### config.mk
export PLATFORM = sky130hd
export DESIGN_NAME = ebrw_ctrl
export DESIGN_NICKNAME = d
export VERILOG_FILES = /design/src/hw/ebrw_ctrl.v
export VERILOG_INCLUDE_DIRS = /design/src /design/src/hw
export SDC_FILE = /design/constraint.sdc
export NUM_CORES = 1
export LEC_CHECK = 0
export BUFFER_PORTS_ARGS = -buffer_cell sky130_fd_sc_hd__buf_2
export CAP_MARGIN = 20
export CORE_MARGIN = 2
export CORE_UTILIZATION = 50
export DETAILED_ROUTE_END_ITERATION = 8
export HOLD_SLACK_MARGIN = 0.02
export PLACE_DENSITY = 0.74
export SLEW_MARGIN = 20
export SYNTH_ARGS = -nofsm -noshare
export SYNTH_HDL_FRONTEND = slang
export SYNTH_SLANG_ARGS = --single-unit
### constraint.sdc
create_clock -name i_clock -period 6 [get_ports i_clock]
set_input_delay 0.3 -clock i_clock [delete_from_list [all_inputs] [get_ports i_clock]]
set_output_delay 0.3 -clock i_clock [all_outputs]
set_load 0.02 [all_outputs]
### src/hw/ebrw_map.vh
`ifndef EBRW_MAP_VH
`define EBRW_MAP_VH

// Phase state codes, one-hot
`define EBRW_ST_IDLE 7'h01
`define EBRW_ST_AB 7'h02
`define EBRW_ST_C 7'h04
`define EBRW_ST_D 7'h08
`define EBRW_ST_E 7'h10
`define EBRW_ST_RDY 7'h20
`define EBRW_ST_F 7'h40

// Timing configuration word layout (per chip-select window)
`define EBRW_CFG_W 16
`define EBRW_CFG_AB_LSB 0
`define EBRW_CFG_C_LSB 1
`define EBRW_CFG_D_LSB 3
`define EBRW_CFG_E_LSB 4
`define EBRW_CFG_F_LSB 9
`define EBRW_CFG_RDYEN_BIT 11
`define EBRW_CFG_RDYASYNC_BIT 12
`define EBRW_CFG_RDYPOL_BIT 13

// Reset value of every window's configuration: ready control off
`define EBRW_CFG_RESET 16'h0000

// Phase length limits in chip-select clock units
`define EBRW_AB_MIN 1
`define EBRW_E_MIN 1
`define EBRW_E_MAX 32

`endif

### src/hw/ebrw_ctrl.v
`include "ebrw_map.vh"
`timescale 1ns/1ps
`default_nettype none

module ebrw_ctrl #(
    parameter WINDOWS = 4,
    parameter WIN_W = 2,
    parameter ADDR_W = 24,
    parameter DATA_W = 16
) (
    input wire i_clock,
    input wire i_reset_n,
    input wire i_clk_en,
    input wire i_cfg_we,
    input wire [WIN_W-1:0] i_cfg_win,
    input wire [`EBRW_CFG_W-1:0] i_cfg_data,
    input wire i_req,
    input wire i_req_write,
    input wire [WIN_W-1:0] i_req_win,
    input wire [ADDR_W-1:0] i_req_addr,
    input wire [DATA_W-1:0] i_req_wdata,
    input wire i_req_upper,
    input wire i_ready,
    input wire [DATA_W-1:0] i_rdata,
    output reg o_busy,
    output reg o_done,
    output reg [DATA_W-1:0] o_rdata,
    output reg o_bus_ref_clock_out,
    output reg [ADDR_W-1:0] o_addr,
    output reg o_read_strobe_n,
    output reg o_write_strobe_n,
    output reg [WINDOWS-1:0] o_chip_sel_n,
    output reg o_upper_byte_enable_n,
    output reg [DATA_W-1:0] o_wdata,
    output reg o_wdata_oe,
    output reg o_wait_state
);

////////////////////////////////////////////////////////////////////////////////
// Reset release and clock-domain inputs

reg [1:0] rst_sync_r;
wire rst_n = rst_sync_r[1];

always @(posedge i_clock or negedge i_reset_n) begin
    if (!i_reset_n) begin
        rst_sync_r <= 2'h0;
    end else begin
        rst_sync_r <= {rst_sync_r[0], 1'b1};
    end
end

// Three-stage chain for asynchronous ready; change taken once stages 2 and 3 agree
reg [2:0] rdy_sync_r;
reg rdy_async_r;
always @(posedge i_clock or negedge rst_n) begin
    if (!rst_n) begin
        rdy_sync_r <= 3'h0;
        rdy_async_r <= 1'b0;
    end else if (i_clk_en) begin
        rdy_sync_r <= {rdy_sync_r[1:0], i_ready};
        if (rdy_sync_r[1] == rdy_sync_r[2]) begin
            rdy_async_r <= rdy_sync_r[2];
        end
    end
end

////////////////////////////////////////////////////////////////////////////////
// Per-window timing configuration

reg [`EBRW_CFG_W-1:0] cfg_r [0:WINDOWS-1];
genvar gi;
generate
    for (gi = 0; gi < WINDOWS; gi = gi + 1) begin : g_cfg
        always @(posedge i_clock or negedge rst_n) begin
            if (!rst_n) begin
                cfg_r[gi] <= `EBRW_CFG_RESET;
            end else if (i_clk_en && i_cfg_we && i_cfg_win == gi) begin
                cfg_r[gi] <= i_cfg_data;
            end
        end
    end
endgenerate

////////////////////////////////////////////////////////////////////////////////
// Bus cycle sequencer

reg [6:0] state_r;
reg [6:0] state_nxt;
reg [5:0] cnt_r;
reg [5:0] cnt_nxt;
reg [`EBRW_CFG_W-1:0] cur_r;
reg write_r;

// Address setup extension is read from the window being requested, before cur_r loads
wire ab_ext = cfg_r[i_req_win][`EBRW_CFG_AB_LSB];
wire [1:0] len_c = cur_r[`EBRW_CFG_C_LSB +: 2];
wire [0:0] len_d = cur_r[`EBRW_CFG_D_LSB];
wire [4:0] len_e = cur_r[`EBRW_CFG_E_LSB +: 5];
wire [1:0] len_f = cur_r[`EBRW_CFG_F_LSB +: 2];
wire rdy_en = cur_r[`EBRW_CFG_RDYEN_BIT];
wire rdy_async = cur_r[`EBRW_CFG_RDYASYNC_BIT];
wire rdy_pol = cur_r[`EBRW_CFG_RDYPOL_BIT];

// Sync mode takes the pin as is; async uses the filtered copy, so sampling lags
wire rdy_raw = rdy_async ? rdy_async_r : i_ready;
wire rdy_active = (rdy_raw == rdy_pol);

// Phase entry with the zero-length phases skipped, counter loaded with length-1
always @* begin
    state_nxt = state_r;
    cnt_nxt = cnt_r - 6'h01;
    case (state_r)
        `EBRW_ST_IDLE: begin
            cnt_nxt = 6'h00;
            if (i_req) begin
                state_nxt = `EBRW_ST_AB;
                cnt_nxt = {5'h00, ab_ext};
            end
        end
        `EBRW_ST_AB: begin
            if (cnt_r == 6'h00) begin
                if (len_c != 2'h0) begin
                    state_nxt = `EBRW_ST_C;
                    cnt_nxt = {4'h0, len_c} - 6'h01;
                end else if (len_d != 1'b0) begin
                    state_nxt = `EBRW_ST_D;
                    cnt_nxt = 6'h00;
                end else begin
                    state_nxt = `EBRW_ST_E;
                    cnt_nxt = {1'b0, len_e};
                end
            end
        end
        `EBRW_ST_C: begin
            if (cnt_r == 6'h00) begin
                if (len_d != 1'b0) begin
                    state_nxt = `EBRW_ST_D;
                    cnt_nxt = 6'h00;
                end else begin
                    state_nxt = `EBRW_ST_E;
                    cnt_nxt = {1'b0, len_e};
                end
            end
        end
        `EBRW_ST_D: begin
            state_nxt = `EBRW_ST_E;
            cnt_nxt = {1'b0, len_e};
        end
        `EBRW_ST_E: begin
            // Mandatory wait states elapse before ready is looked at
            if (cnt_r == 6'h00) begin
                // Async mode always waits once: its sample point sits one cycle later
                if (rdy_en && (rdy_async || !rdy_active)) begin
                    state_nxt = `EBRW_ST_RDY;
                end else if (len_f != 2'h0) begin
                    state_nxt = `EBRW_ST_F;
                    cnt_nxt = {4'h0, len_f} - 6'h01;
                end else begin
                    state_nxt = `EBRW_ST_IDLE;
                end
            end
        end
        `EBRW_ST_RDY: begin
            // One wait state per inactive sample, then sample again
            cnt_nxt = 6'h00;
            if (rdy_active) begin
                if (len_f != 2'h0) begin
                    state_nxt = `EBRW_ST_F;
                    cnt_nxt = {4'h0, len_f} - 6'h01;
                end else begin
                    state_nxt = `EBRW_ST_IDLE;
                end
            end
        end
        `EBRW_ST_F: begin
            if (cnt_r == 6'h00) begin
                state_nxt = `EBRW_ST_IDLE;
            end
        end
        default: begin
            state_nxt = `EBRW_ST_IDLE;
            cnt_nxt = 6'h00;
        end
    endcase
end

// Access ends on this edge: strobe rises, read data captured; address holds until the next request
// Entering a wait state is not an end, so the strobe stays low through it
wire access_end = (state_r == `EBRW_ST_E || state_r == `EBRW_ST_RDY) &&
    (state_nxt != state_r) && (state_nxt != `EBRW_ST_RDY);

always @(posedge i_clock or negedge rst_n) begin
    if (!rst_n) begin
        state_r <= `EBRW_ST_IDLE;
        cnt_r <= 6'h00;
        cur_r <= `EBRW_CFG_RESET;
        write_r <= 1'b0;
        o_busy <= 1'b0;
        o_done <= 1'b0;
        o_rdata <= {DATA_W{1'b0}};
        o_bus_ref_clock_out <= 1'b0;
        o_addr <= {ADDR_W{1'b0}};
        o_read_strobe_n <= 1'b1;
        o_write_strobe_n <= 1'b1;
        o_chip_sel_n <= {WINDOWS{1'b1}};
        o_upper_byte_enable_n <= 1'b1;
        o_wdata <= {DATA_W{1'b0}};
        o_wdata_oe <= 1'b0;
        o_wait_state <= 1'b0;
    end else if (i_clk_en) begin
        state_r <= state_nxt;
        cnt_r <= cnt_nxt;
        o_done <= 1'b0;
        // Reference clock toggles with system clock, rising at every second sampling edge
        o_bus_ref_clock_out <= ~o_bus_ref_clock_out;
        if (state_r == `EBRW_ST_IDLE && i_req) begin
            cur_r <= cfg_r[i_req_win];
            write_r <= i_req_write;
            o_busy <= 1'b1;
            o_addr <= i_req_addr;
            o_wdata <= i_req_wdata;
            o_upper_byte_enable_n <= ~i_req_upper;
            o_chip_sel_n <= ~({{(WINDOWS-1){1'b0}}, 1'b1} << i_req_win);
        end
        // Command asserted on entry to the access phase
        if (state_nxt == `EBRW_ST_E && state_r != `EBRW_ST_E) begin
            o_read_strobe_n <= write_r;
            o_write_strobe_n <= ~write_r;
        end
        if (state_r == `EBRW_ST_D || (state_nxt == `EBRW_ST_E && write_r)) begin
            o_wdata_oe <= write_r;
        end
        o_wait_state <= (state_nxt == `EBRW_ST_RDY);
        if (access_end) begin
            o_read_strobe_n <= 1'b1;
            o_write_strobe_n <= 1'b1;
            // Latched here, so later address or data changes cannot corrupt it
            if (!write_r) begin
                o_rdata <= i_rdata;
            end
        end
        if (state_r != `EBRW_ST_IDLE && state_nxt == `EBRW_ST_IDLE) begin
            o_busy <= 1'b0;
            o_done <= 1'b1;
            o_chip_sel_n <= {WINDOWS{1'b1}};
            o_wdata_oe <= 1'b0;
            o_upper_byte_enable_n <= 1'b1;
        end
    end
end

endmodule
`default_nettype wire

Word-level counts from Yosys, hierarchy flattened
Index checks and enable logic that the tools add are counted.
Storage, ports and cells
  output and inout bits: 68
  logic and storage cells: 120
  input bits: 84
  register bits: 166
Cells by class
  multiplexer cells: 39
  add/sub/neg operators: 3
  bitwise gates (word level): 5
  reduce and logical (&&, ||, !) cells: 29
  shift operators: 1
  $lt $le $gt $ge: 1
  eq/ne operators: 19
Operator list (count)
  2-to-1 mux 7 bit: 8
  case mux 7 bit (7 select lines): 1
  2-to-1 mux 6 bit: 8
  case mux 6 bit (7 select lines): 1
  binary-select mux 16 bit (select 2 bit): 1
  2-to-1 mux 14 bit: 2
  2-to-1 mux 5 bit: 3
  equality test 7 x 1 -> 1 bit, second input constant: 2
  equality test 7 x 5 -> 1 bit, second input constant: 2
  equality test 7 x 6 -> 1 bit, second input constant: 2
  2-to-1 mux 1 bit: 13
  logical AND 1 bit: 12
  AND reduction 2 bit: 5
  nonzero test 2 bit: 5
  2-to-1 mux 4 bit: 2
  equality test 7 x 2 -> 1 bit, second input constant: 1
  equality test 7 x 3 -> 1 bit, second input constant: 1
  equality test 7 x 4 -> 1 bit, second input constant: 1
  equality test 7 bit, second input constant: 1
  inequality test 7 x 1 -> 1 bit, second input constant: 1
  inequality test 7 x 5 -> 1 bit, second input constant: 1
  inequality test 7 x 6 -> 1 bit, second input constant: 1
  inequality test 7 bit: 1
  zero test 6 bit: 1
  14 further kinds: 21

Longest topological paths before layout
Gate-level depths: netlist of the first run.
  depth after elaboration: 13
  gate-level depth with buffers: 10
  gate-level depth less buffers: 8

Worst setup path after synthesis of the first run
OpenSTA, ideal clock, no wires.
  path kind: reg-to-reg
  from: reg cnt_r[0]
  to: reg o_rdata[10]
  setup time: 125 ps
  path buffers: 1
  data required time: 5875 ps
  cell stages (with the launch flop): 10
  data arrival time: 2351 ps
  path slack: 3524 ps
  period minus slack after synthesis: 2476 ps
  cells stage by stage: dfrtp_1 inv_1 ha_1 nor4b_2 nand2_1 o2111ai_1 nand4_1 nor3_4 buf_6 mux2_4
Between the ends
  cells in the longest elaborated chain, start to end: 7
  elaborated cells on any way between the ends: 11
  those cells by class: eq/ne (2); mux (5); reduce/logical (4)
RTL lines
  from (decl): RTL line ebrw_ctrl.v:90  | reg [5:0] cnt_r;
  from (signal assigned): RTL line ebrw_ctrl.v:213  | cnt_r <= cnt_nxt;
  zero test 6 bit *
  2-to-1 mux 7 bit, on equally long branches
  case mux 7 bit (7 select lines) *: RTL line ebrw_ctrl.v:113  | case (state_r)
  inequality test 7 bit: RTL line ebrw_ctrl.v:191  | (state_nxt != state_r) && (state_nxt != `EBRW_ST_RDY);
  logical AND 1 bit: RTL line ebrw_ctrl.v:190  | wire access_end = (state_r == `EBRW_ST_E || state_r == `EBRW_ST_RDY) &&
  logical AND 1 bit *: RTL line ebrw_ctrl.v:190
  AND reduction 3 bit (no line) *
  to (signal assigned): RTL line ebrw_ctrl.v:201  | o_rdata <= {DATA_W{1'b0}};
  to (signal assigned): RTL line ebrw_ctrl.v:240  | o_rdata <= i_rdata;
  to (decl): RTL line ebrw_ctrl.v:27  | output reg [DATA_W-1:0] o_rdata,
Every way passes the cells marked *; elsewhere a longest branch is shown, timed or not.
A chain may end at the register's enable or synchronous reset.

Final worst setup path of the first run
  from: reg cnt_r[0]
  to: reg o_rdata[0]
The elaborated chain is that of the path after synthesis.

==> out/qor.yml, run 1 <==
status: "completed"
critPathMaxStageDelay_ns: 0.78
h-tree-depth: 4
finalWeightedCongestion: 0.850
synth_area_leaders: "dfrtp_1 53%, mux2_2 11%, nand2_1 9.6%"
r2r_start: "cnt_r[0]"
fp.dieW_um: 123
synth_xor_area_frac: 0.00872
grt_first_pass_wirelength_mm: 25.4
switching_share: 0.370
power_frac_clock: 0.244
cp-start-kind: "register"
grt_use_total: 0.220
grt_pass1_vias: 5124
hold_viol: 0
critPathLaunch: "cnt_r[0]"
slew_headroom: 0.319
grt_setup_unrepaired: "false"
p_int_mw: 2.51
ioPinCount: 152
cts_tree: "done"
arrival_ns: 3.62
async_flop_share: 1.00
drv_slew: 0
yosysTopAreaCellShare: 0.530
firstDrtPassIters: 5
ant_nets: 0
yosys.area.top_type: "dfrtp_1"
path_depth: 8
io_buffers: 149
setup_tns_ns: 0
fin_ws_ns: 2.68
slowest_stage: "nor3_4"
clock.fmax_mhz: 301
clock_skew_ns: 0.0111
fin_nets: 841
dieArea_mm2: 0.0150
drive_above_1_share: 0.383
muxShareOfSynthArea: 0.178
vdd_drop_max_mv: 0.392
diodes: 0
required_ns: 6.30
ys_ff_latch: 157
power.switching_mw: 1.47
r2r_cells: 8
avgSynthCellArea_um2: 11.4
cts.repair.resized: 0
layout.cells.non_filler: 948
root_buffer: "clkbuf_16"
synthFlopType: "dfrtp_1"
synth_compound_area_frac: 0.0694
synth_fp_nets: 704
max_cap_viol_count: 0
finalInstanceArea_mm2: 0.00844
die_h_um: 123
whs_ns: 0.0655
crit_end: "o_rdata[0]"
via_per_inst: 5.42
crit_family: "simple AND/OR/NAND/NOR gates"
postPlaceCellArea_mm2: 0.00790
period_minus_slack_ns: 3.32
syn-cell-area_mm2: 0.00703
ys_types: 63
wl_per_cell_um: 16.8
cts.sinks: 157
vias: 5134
cellLeakagePower_nw: 4.06
yosysSeqAreaShare: 0.560
initial_core_util: 0.509
power_frac_seq: 0.422
synth_fa_ha_area_frac: 0.00178
power.total_mw: 3.98
synth_top_family_by_area: "multiplexers"
clk_latency_ns: 0.42
place_hpwl_mm: 10.8
drc_errors: 0
ys.warnings.count: 0
critical_path_buf_inv_count: 1
wirelength_mm: 15.9
synth_edf_count: 0
cp_max_fo: 16
final_core_util: 0.610
setup_viol: 0
dp_cells: 916
drtIter0Drc: 356
r2r_end: "o_rdata[0]"
synthCells: 619
r2r_slack_ns: 2.68
worstSetupPathType: "reg -> reg"
grt_max_degree: 65
antenna_found_initial: 0
design.core.area_mm2: 0.0138
crit_chain: "inv_1 -> ha_1 -> nor4b_2 -> nand2_1 -> o2111ai_1 -> nand4_1 -> nor3_4 -> mux2_2"
pre_cts_slack_ns: 2.74
cts.clk_slew.worst_paths_ns: 0.06
critPathCaptureType: "register"
worst_pin_slew_ns: 1.02
yosys.area_share.simple: 0.158
period_share: 0.554
power_frac_comb: 0.334
grt-ovfl-total: 0
clockBufferDepth: 2
area_growth_pct: 20.0
power_density_mw_per_mm2: 472
fp-row-count: 43
tritoncts.num_buffers: 17
hold_path_class: "in -> reg"
[synthesized netlist by cell type, types with 5 or more instances]
master	number
a21oi_1	11
clkbuf_1	29
dfrtp_1	149
dfstp_2	8
inv_1	6
mux2_2	66
mux2_4	10
mux4_2	14
nand2_1	180
nand2b_1	5
nor2_1	17
nor3_1	9
o21ai_0	18
[layout make-up]
type,instances,area [um2]
clock inverter,12,87.6
tap,180,225
inverter,6,22.5
timing repair buffer,154,786
fill,1078,5390
sequential,157,3940
multi-input combinational,420,2930
clock buffer,19,443
[worst min-delay path by stage]
stage                   startpoint       endpoint  slack [ns]  cells past startpoint
floorplan                i_reset_n  rst_sync_r[0]       0.004                      0
global placement         i_reset_n  rst_sync_r[0]        0.09                      1
detailed placement       i_reset_n  rst_sync_r[0]        0.09                      1
CTS                 i_req_wdata[2]     o_wdata[2]        0.05                      3
global route        i_req_addr[10]     o_addr[10]        0.06                      3
finish              i_req_wdata[5]     o_wdata[5]        0.07                      3
[registers in the layout (all words and copies together) (netlist names)]
register and count:
o_bus_ref_clock_out 1, o_chip_sel_n 4, o_addr 24, state_r 7, rst_sync_r 2, o_wait_state 1, cfg_r 56, cnt_r 6
write_r 1, o_wdata 16, o_read_strobe_n 1, o_done 1, o_upper_byte_enable_n 1, o_write_strobe_n 1, o_rdata 16, rdy_sync_r 3
o_busy 1, o_wdata_oe 1, rdy_async_r 1, cur_r 13
[worst register-to-register path, stage by stage, from the launching register on]
cell and delay (ns):
dfrtp_1 0.39, inv_1 0.10, ha_1 0.20, nor4b_2 0.48, nand2_1 0.38, o2111ai_1 0.21, nand4_1 0.23, nor3_4 0.78
mux2_2 0.43
[cells by family (layout without fill, tap and decap cells)]
group | count (synthesis) | after routing
and+or+nand+nor | 249 | 249
buffers and inverters | 42 | 191
adders and majority gates | 1 | 1
other | 1 | 1
xor gates and xnor gates | 7 | 7
muxes | 94 | 94
AOI/OAI and AO/OA | 68 | 68
DFF | 157 | 157
[layer usage]
metal,track usage,part of all wire,up-vias
li1,-,-,2427
met2,0.355,0.50,142
met3,0.0627,0.055,18
met4,0.0697,0.012,0
met1,0.289,0.43,2547
met5,0,0,-
[timing repair]
action | 4_1_cts | 5_1_grt
buffers inserted | 0 | 0
hold buffers | 1 | 0
hold endpoints to repair | 2 | 0
[power groups by stage]
stage                     Combinational [mW]  Sequential (mW)  Clock [mW]
after global routing                    1.47             1.73        1.04
final                                   1.33             1.68       0.972
after detailed placement                1.33             1.69           0
after floorplan                        0.692             1.89           0
after CTS                               1.34             1.68       0.992
after global placement                  1.29             1.67           0
[placed cells by master, fill, tap and decap left out, types with 4 or more instances in the layout]
master and count:
mux2_2 66, clkinv_2 4, clkbuf_16 17, mux2_4 10
nand2_1 180, nand3b_1 4, mux4_2 14, mux2i_1 4
dfstp_2 8, nand4_1 4, a21oi_1 11, o21ai_0 18
xor2_1 4, nor3_1 8, buf_4 4, clkinvlp_4 4
nand2b_1 5, buf_2 149, dfrtp_1 148, o22a_1 4
inv_1 6, nor2_1 17
(Power assumes the default switching activity.)
==> run 2: changes to the inputs <==
Settings changed: ABC_AREA from default to 1, CORE_UTILIZATION 50 to 49, PLACE_DENSITY 0.74 to 0.76.
Clock period 6 ns to 2.7 ns, I/O delays scaled along.
==> out/qor.yml, run 2 <==
finalWeightedCongestion: 0.880  # +3.6%
cts.repair.resized: 0  # unchanged
status: "completed"
yosysTopAreaCellShare: 0.533  # +0.00284
cts_tree: "done"
clock.fmax_mhz: 426  # +42%
grt_first_pass_wirelength_mm: 30.8  # +21%
netlist_top_cells_count: "340 x nand2_1, 149 x dfrtp_1, 95 x o21ai_0"
antenna_found_initial: 1  # +1
largest_register_ffs: 56  # unchanged
final_core_util: 0.669  # +0.0590
maxUsedRoutingLayer: "met4"
reg_top3: "cfg_r: 56 flops, o_addr: 24 flops"
wirelength_mm: 19.0  # +19%
grt_pass1_vias: 6398  # +25%
fillers: 1087  # +0.83%
required_ns: 3.01  # -3.29 ns
slew_headroom: 0.585  # +0.265
synth_fp_nets: 932  # +32%
final_common_cell: "nand2_1"
root_buffer: "clkbuf_16"
design.core.area_mm2: 0.0139  # +0.78%
cp-start-kind: "register"
h-tree-depth: 4  # unchanged
setup_viol: 0  # unchanged
synth_edf_count: 0  # unchanged
grt_setup_unrepaired: "false"
tritoncts.num_buffers: 17  # unchanged
yosys.cell_count.top_type: "nand2_1"
final_cell_mix: "340 x nand2_1, 149 x buf_2, 148 x dfrtp_1"
grt_use_total: 0.260  # +0.0398
ys.warnings.count: 0  # unchanged
io_buffers: 149  # unchanged
syn-cell-area_mm2: 0.00700  # -0.53%
fin_ws_ns: 0.353  # -2.32 ns
ys_types: 34  # -46%
grt_max_degree: 77  # +18%
drv_slew: 0  # unchanged
arrival_ns: 2.65  # -0.97 ns
largest_register: "cfg_r"
multiInputGateArea_mm2: 0.00262  # -11%
via_per_inst: 5.19  # -4.2%
power.total_mw: 9.28  # +130%
grt-ovfl-total: 0  # unchanged
clk_latency_ns: 0.43  # about the same
routed-wl-met3_mm: 1.04  # +19%
synth_area_leaders: "dfrtp_1 53%, nand2_1 18%, o21ai_0 6.8%"
vias: 6546  # +28%
die_h_um: 123  # +0.72%
cts_hold_buf: 74  # +73
yosysSeqAreaShare: 0.563  # +0.00301
ant_nets: 0  # unchanged
place_hpwl_mm: 11.5  # +6.5%
drtIter0Drc: 596  # +67%
cp_max_fo: 18  # +2
drive_above_1_share: 0.205  # -0.178
pre_cts_slack_ns: 0.445  # -2.29 ns
dp_cells: 1156  # +26%
area_growth_pct: 33.3
dr_wl_met2_mm: 9.31  # +16%
period_minus_slack_ns: 2.35  # -0.975 ns
clockBufferDepth: 2  # unchanged
power_density_mw_per_mm2: 995  # +110%
cellLeakagePower_nw: 4.89  # +20%
fp-row-count: 43  # unchanged
hold_path_class: "in -> async"
worstSetupPathType: "reg -> reg"
critPathCaptureType: "register"
dieArea_mm2: 0.0152  # +1.4%
setup_tns_ns: 0  # unchanged
hold_viol: 0  # unchanged
period_share: 0.869  # +0.315
layout.cells.non_filler: 1262  # +33%
cts.clk_slew.worst_paths_ns: 0.06  # about the same
yosys.area.top_type: "dfrtp_1"
worst_pin_slew_ns: 0.623  # -0.395 ns
fin_nets: 1154  # +37%
clock_skew_ns: 0.00962  # -0.00148 ns
met1_length_mm: 7.87  # +15%
wl_per_cell_um: 15.0  # -11%
synthFlopType: "dfrtp_1"
avgSynthCellArea_um2: 8.26  # -27%
fp.dieW_um: 123  # +0.72%
drc_errors: 0  # unchanged
async_flop_share: 1.00  # unchanged
cts.sinks: 157  # unchanged
synthCells: 847  # +37%
ioPinCount: 152  # unchanged
post_cts_buffers: 0  # unchanged
initial_core_util: 0.502  # -0.00662
vdd_drop_max_mv: 0.604  # +54%
ff_latch_area_mm2: 0.00394  # unchanged
ys_ff_latch: 157  # unchanged
firstDrtPassIters: 6  # +1
max_cap_viol_count: 0  # unchanged
==> run 2: cell count changes in the layout (fill, tap and decap cells not counted), moves of 9 or more <==
cell / delta
mux2_2: -66
inv_1: +66
dlygate4sd3_1: +73
buf_4: +9
nor2_1: +13
nand3_1: +56
mux2_4: -10
mux4_2: -14
nand2_1: +160
o21ai_0: +77
o2111ai_1: +11
==> run 2: metrics by stage <==
stage / hold WS [ns] / instance area (um2)
final: 0.0407 / 9330
after global routing: 0.0367 / 9320
after CTS: 0.0407 / 9320
after detailed placement: -0.0754 / 7940
after global placement: -0.0730 / 7940
after floorplan: -0.161 / 7000
==> run 2: cell families (layout without fill, tap and decap cells) <==
| group | count (synthesis) | count (layout) | synth area share |
|---|---|---|---|
| buf+inv | 111 | 344 | 0.0630 |
| simple gates | 452 | 452 | 0.271 |
| fa+ha+maj | 1 | 1 | 0.00179 |
| flops | 157 | 157 | 0.563 |
| compound gates | 121 | 121 | 0.0957 |
| xor+xnor | 4 | 4 | 0.00501 |
| other cells | 1 | 3 | 0.000536 |
==> run 2: where the power goes <==
group | switching (mW) | internal, mW
Sequential | 0.408 | 3.08
Combinational | 2.10 | 1.04
Clock | 0.956 | 1.69
Total | 3.47 | 5.81
==> run 2: worst max-delay path: stages (launching register included) <==
cell,delay (ns)
dfrtp_1,0.39
inv_1,0.08
ha_1,0.18
inv_1,0.05
nor2_1,0.14
nand3_1,0.26
buf_4,0.25
o21ai_2,0.07
nand4_4,0.13
nor2_8,0.30
nand2_4,0.19
nand2_1,0.12
nand2_1,0.06
==> run 2: layer usage <==
layer / GRT usage / vias to the layer above
met5: 0 / -
met4: 0.110 / 0
met3: 0.0567 / 62
met2: 0.419 / 241
met1: 0.339 / 3105
li1: - / 3138
==> run 2: final cells by class <==
type / count / share of cell area
inverter: 77 / 0.0310
clock inverter: 9 / 0.0197
tap: 180 / 0.0241
sequential: 157 / 0.423
multi-input combinational: 579 / 0.281
timing repair buffer: 237 / 0.172
clock buffer: 21 / 0.0494
antenna: 2 / 0.000537
==> run 2: final timing paths <==
path                               start               to  slack (ns)  depth (start not counted)
hold / removal                 i_reset_n    rst_sync_r[1]        0.04                          2
min in group i_clock        i_req_win[0]  o_chip_sel_n[1]        0.25                          4
hold reg to reg            rst_sync_r[1]       o_addr[21]        0.27                          0
setup reg to reg                cnt_r[0]       o_rdata[8]        0.35                         12
setup / recovery                cnt_r[0]       o_rdata[8]        0.35                         12
max in group asynchronous  rst_sync_r[1]        cfg_r[13]        1.46                          1
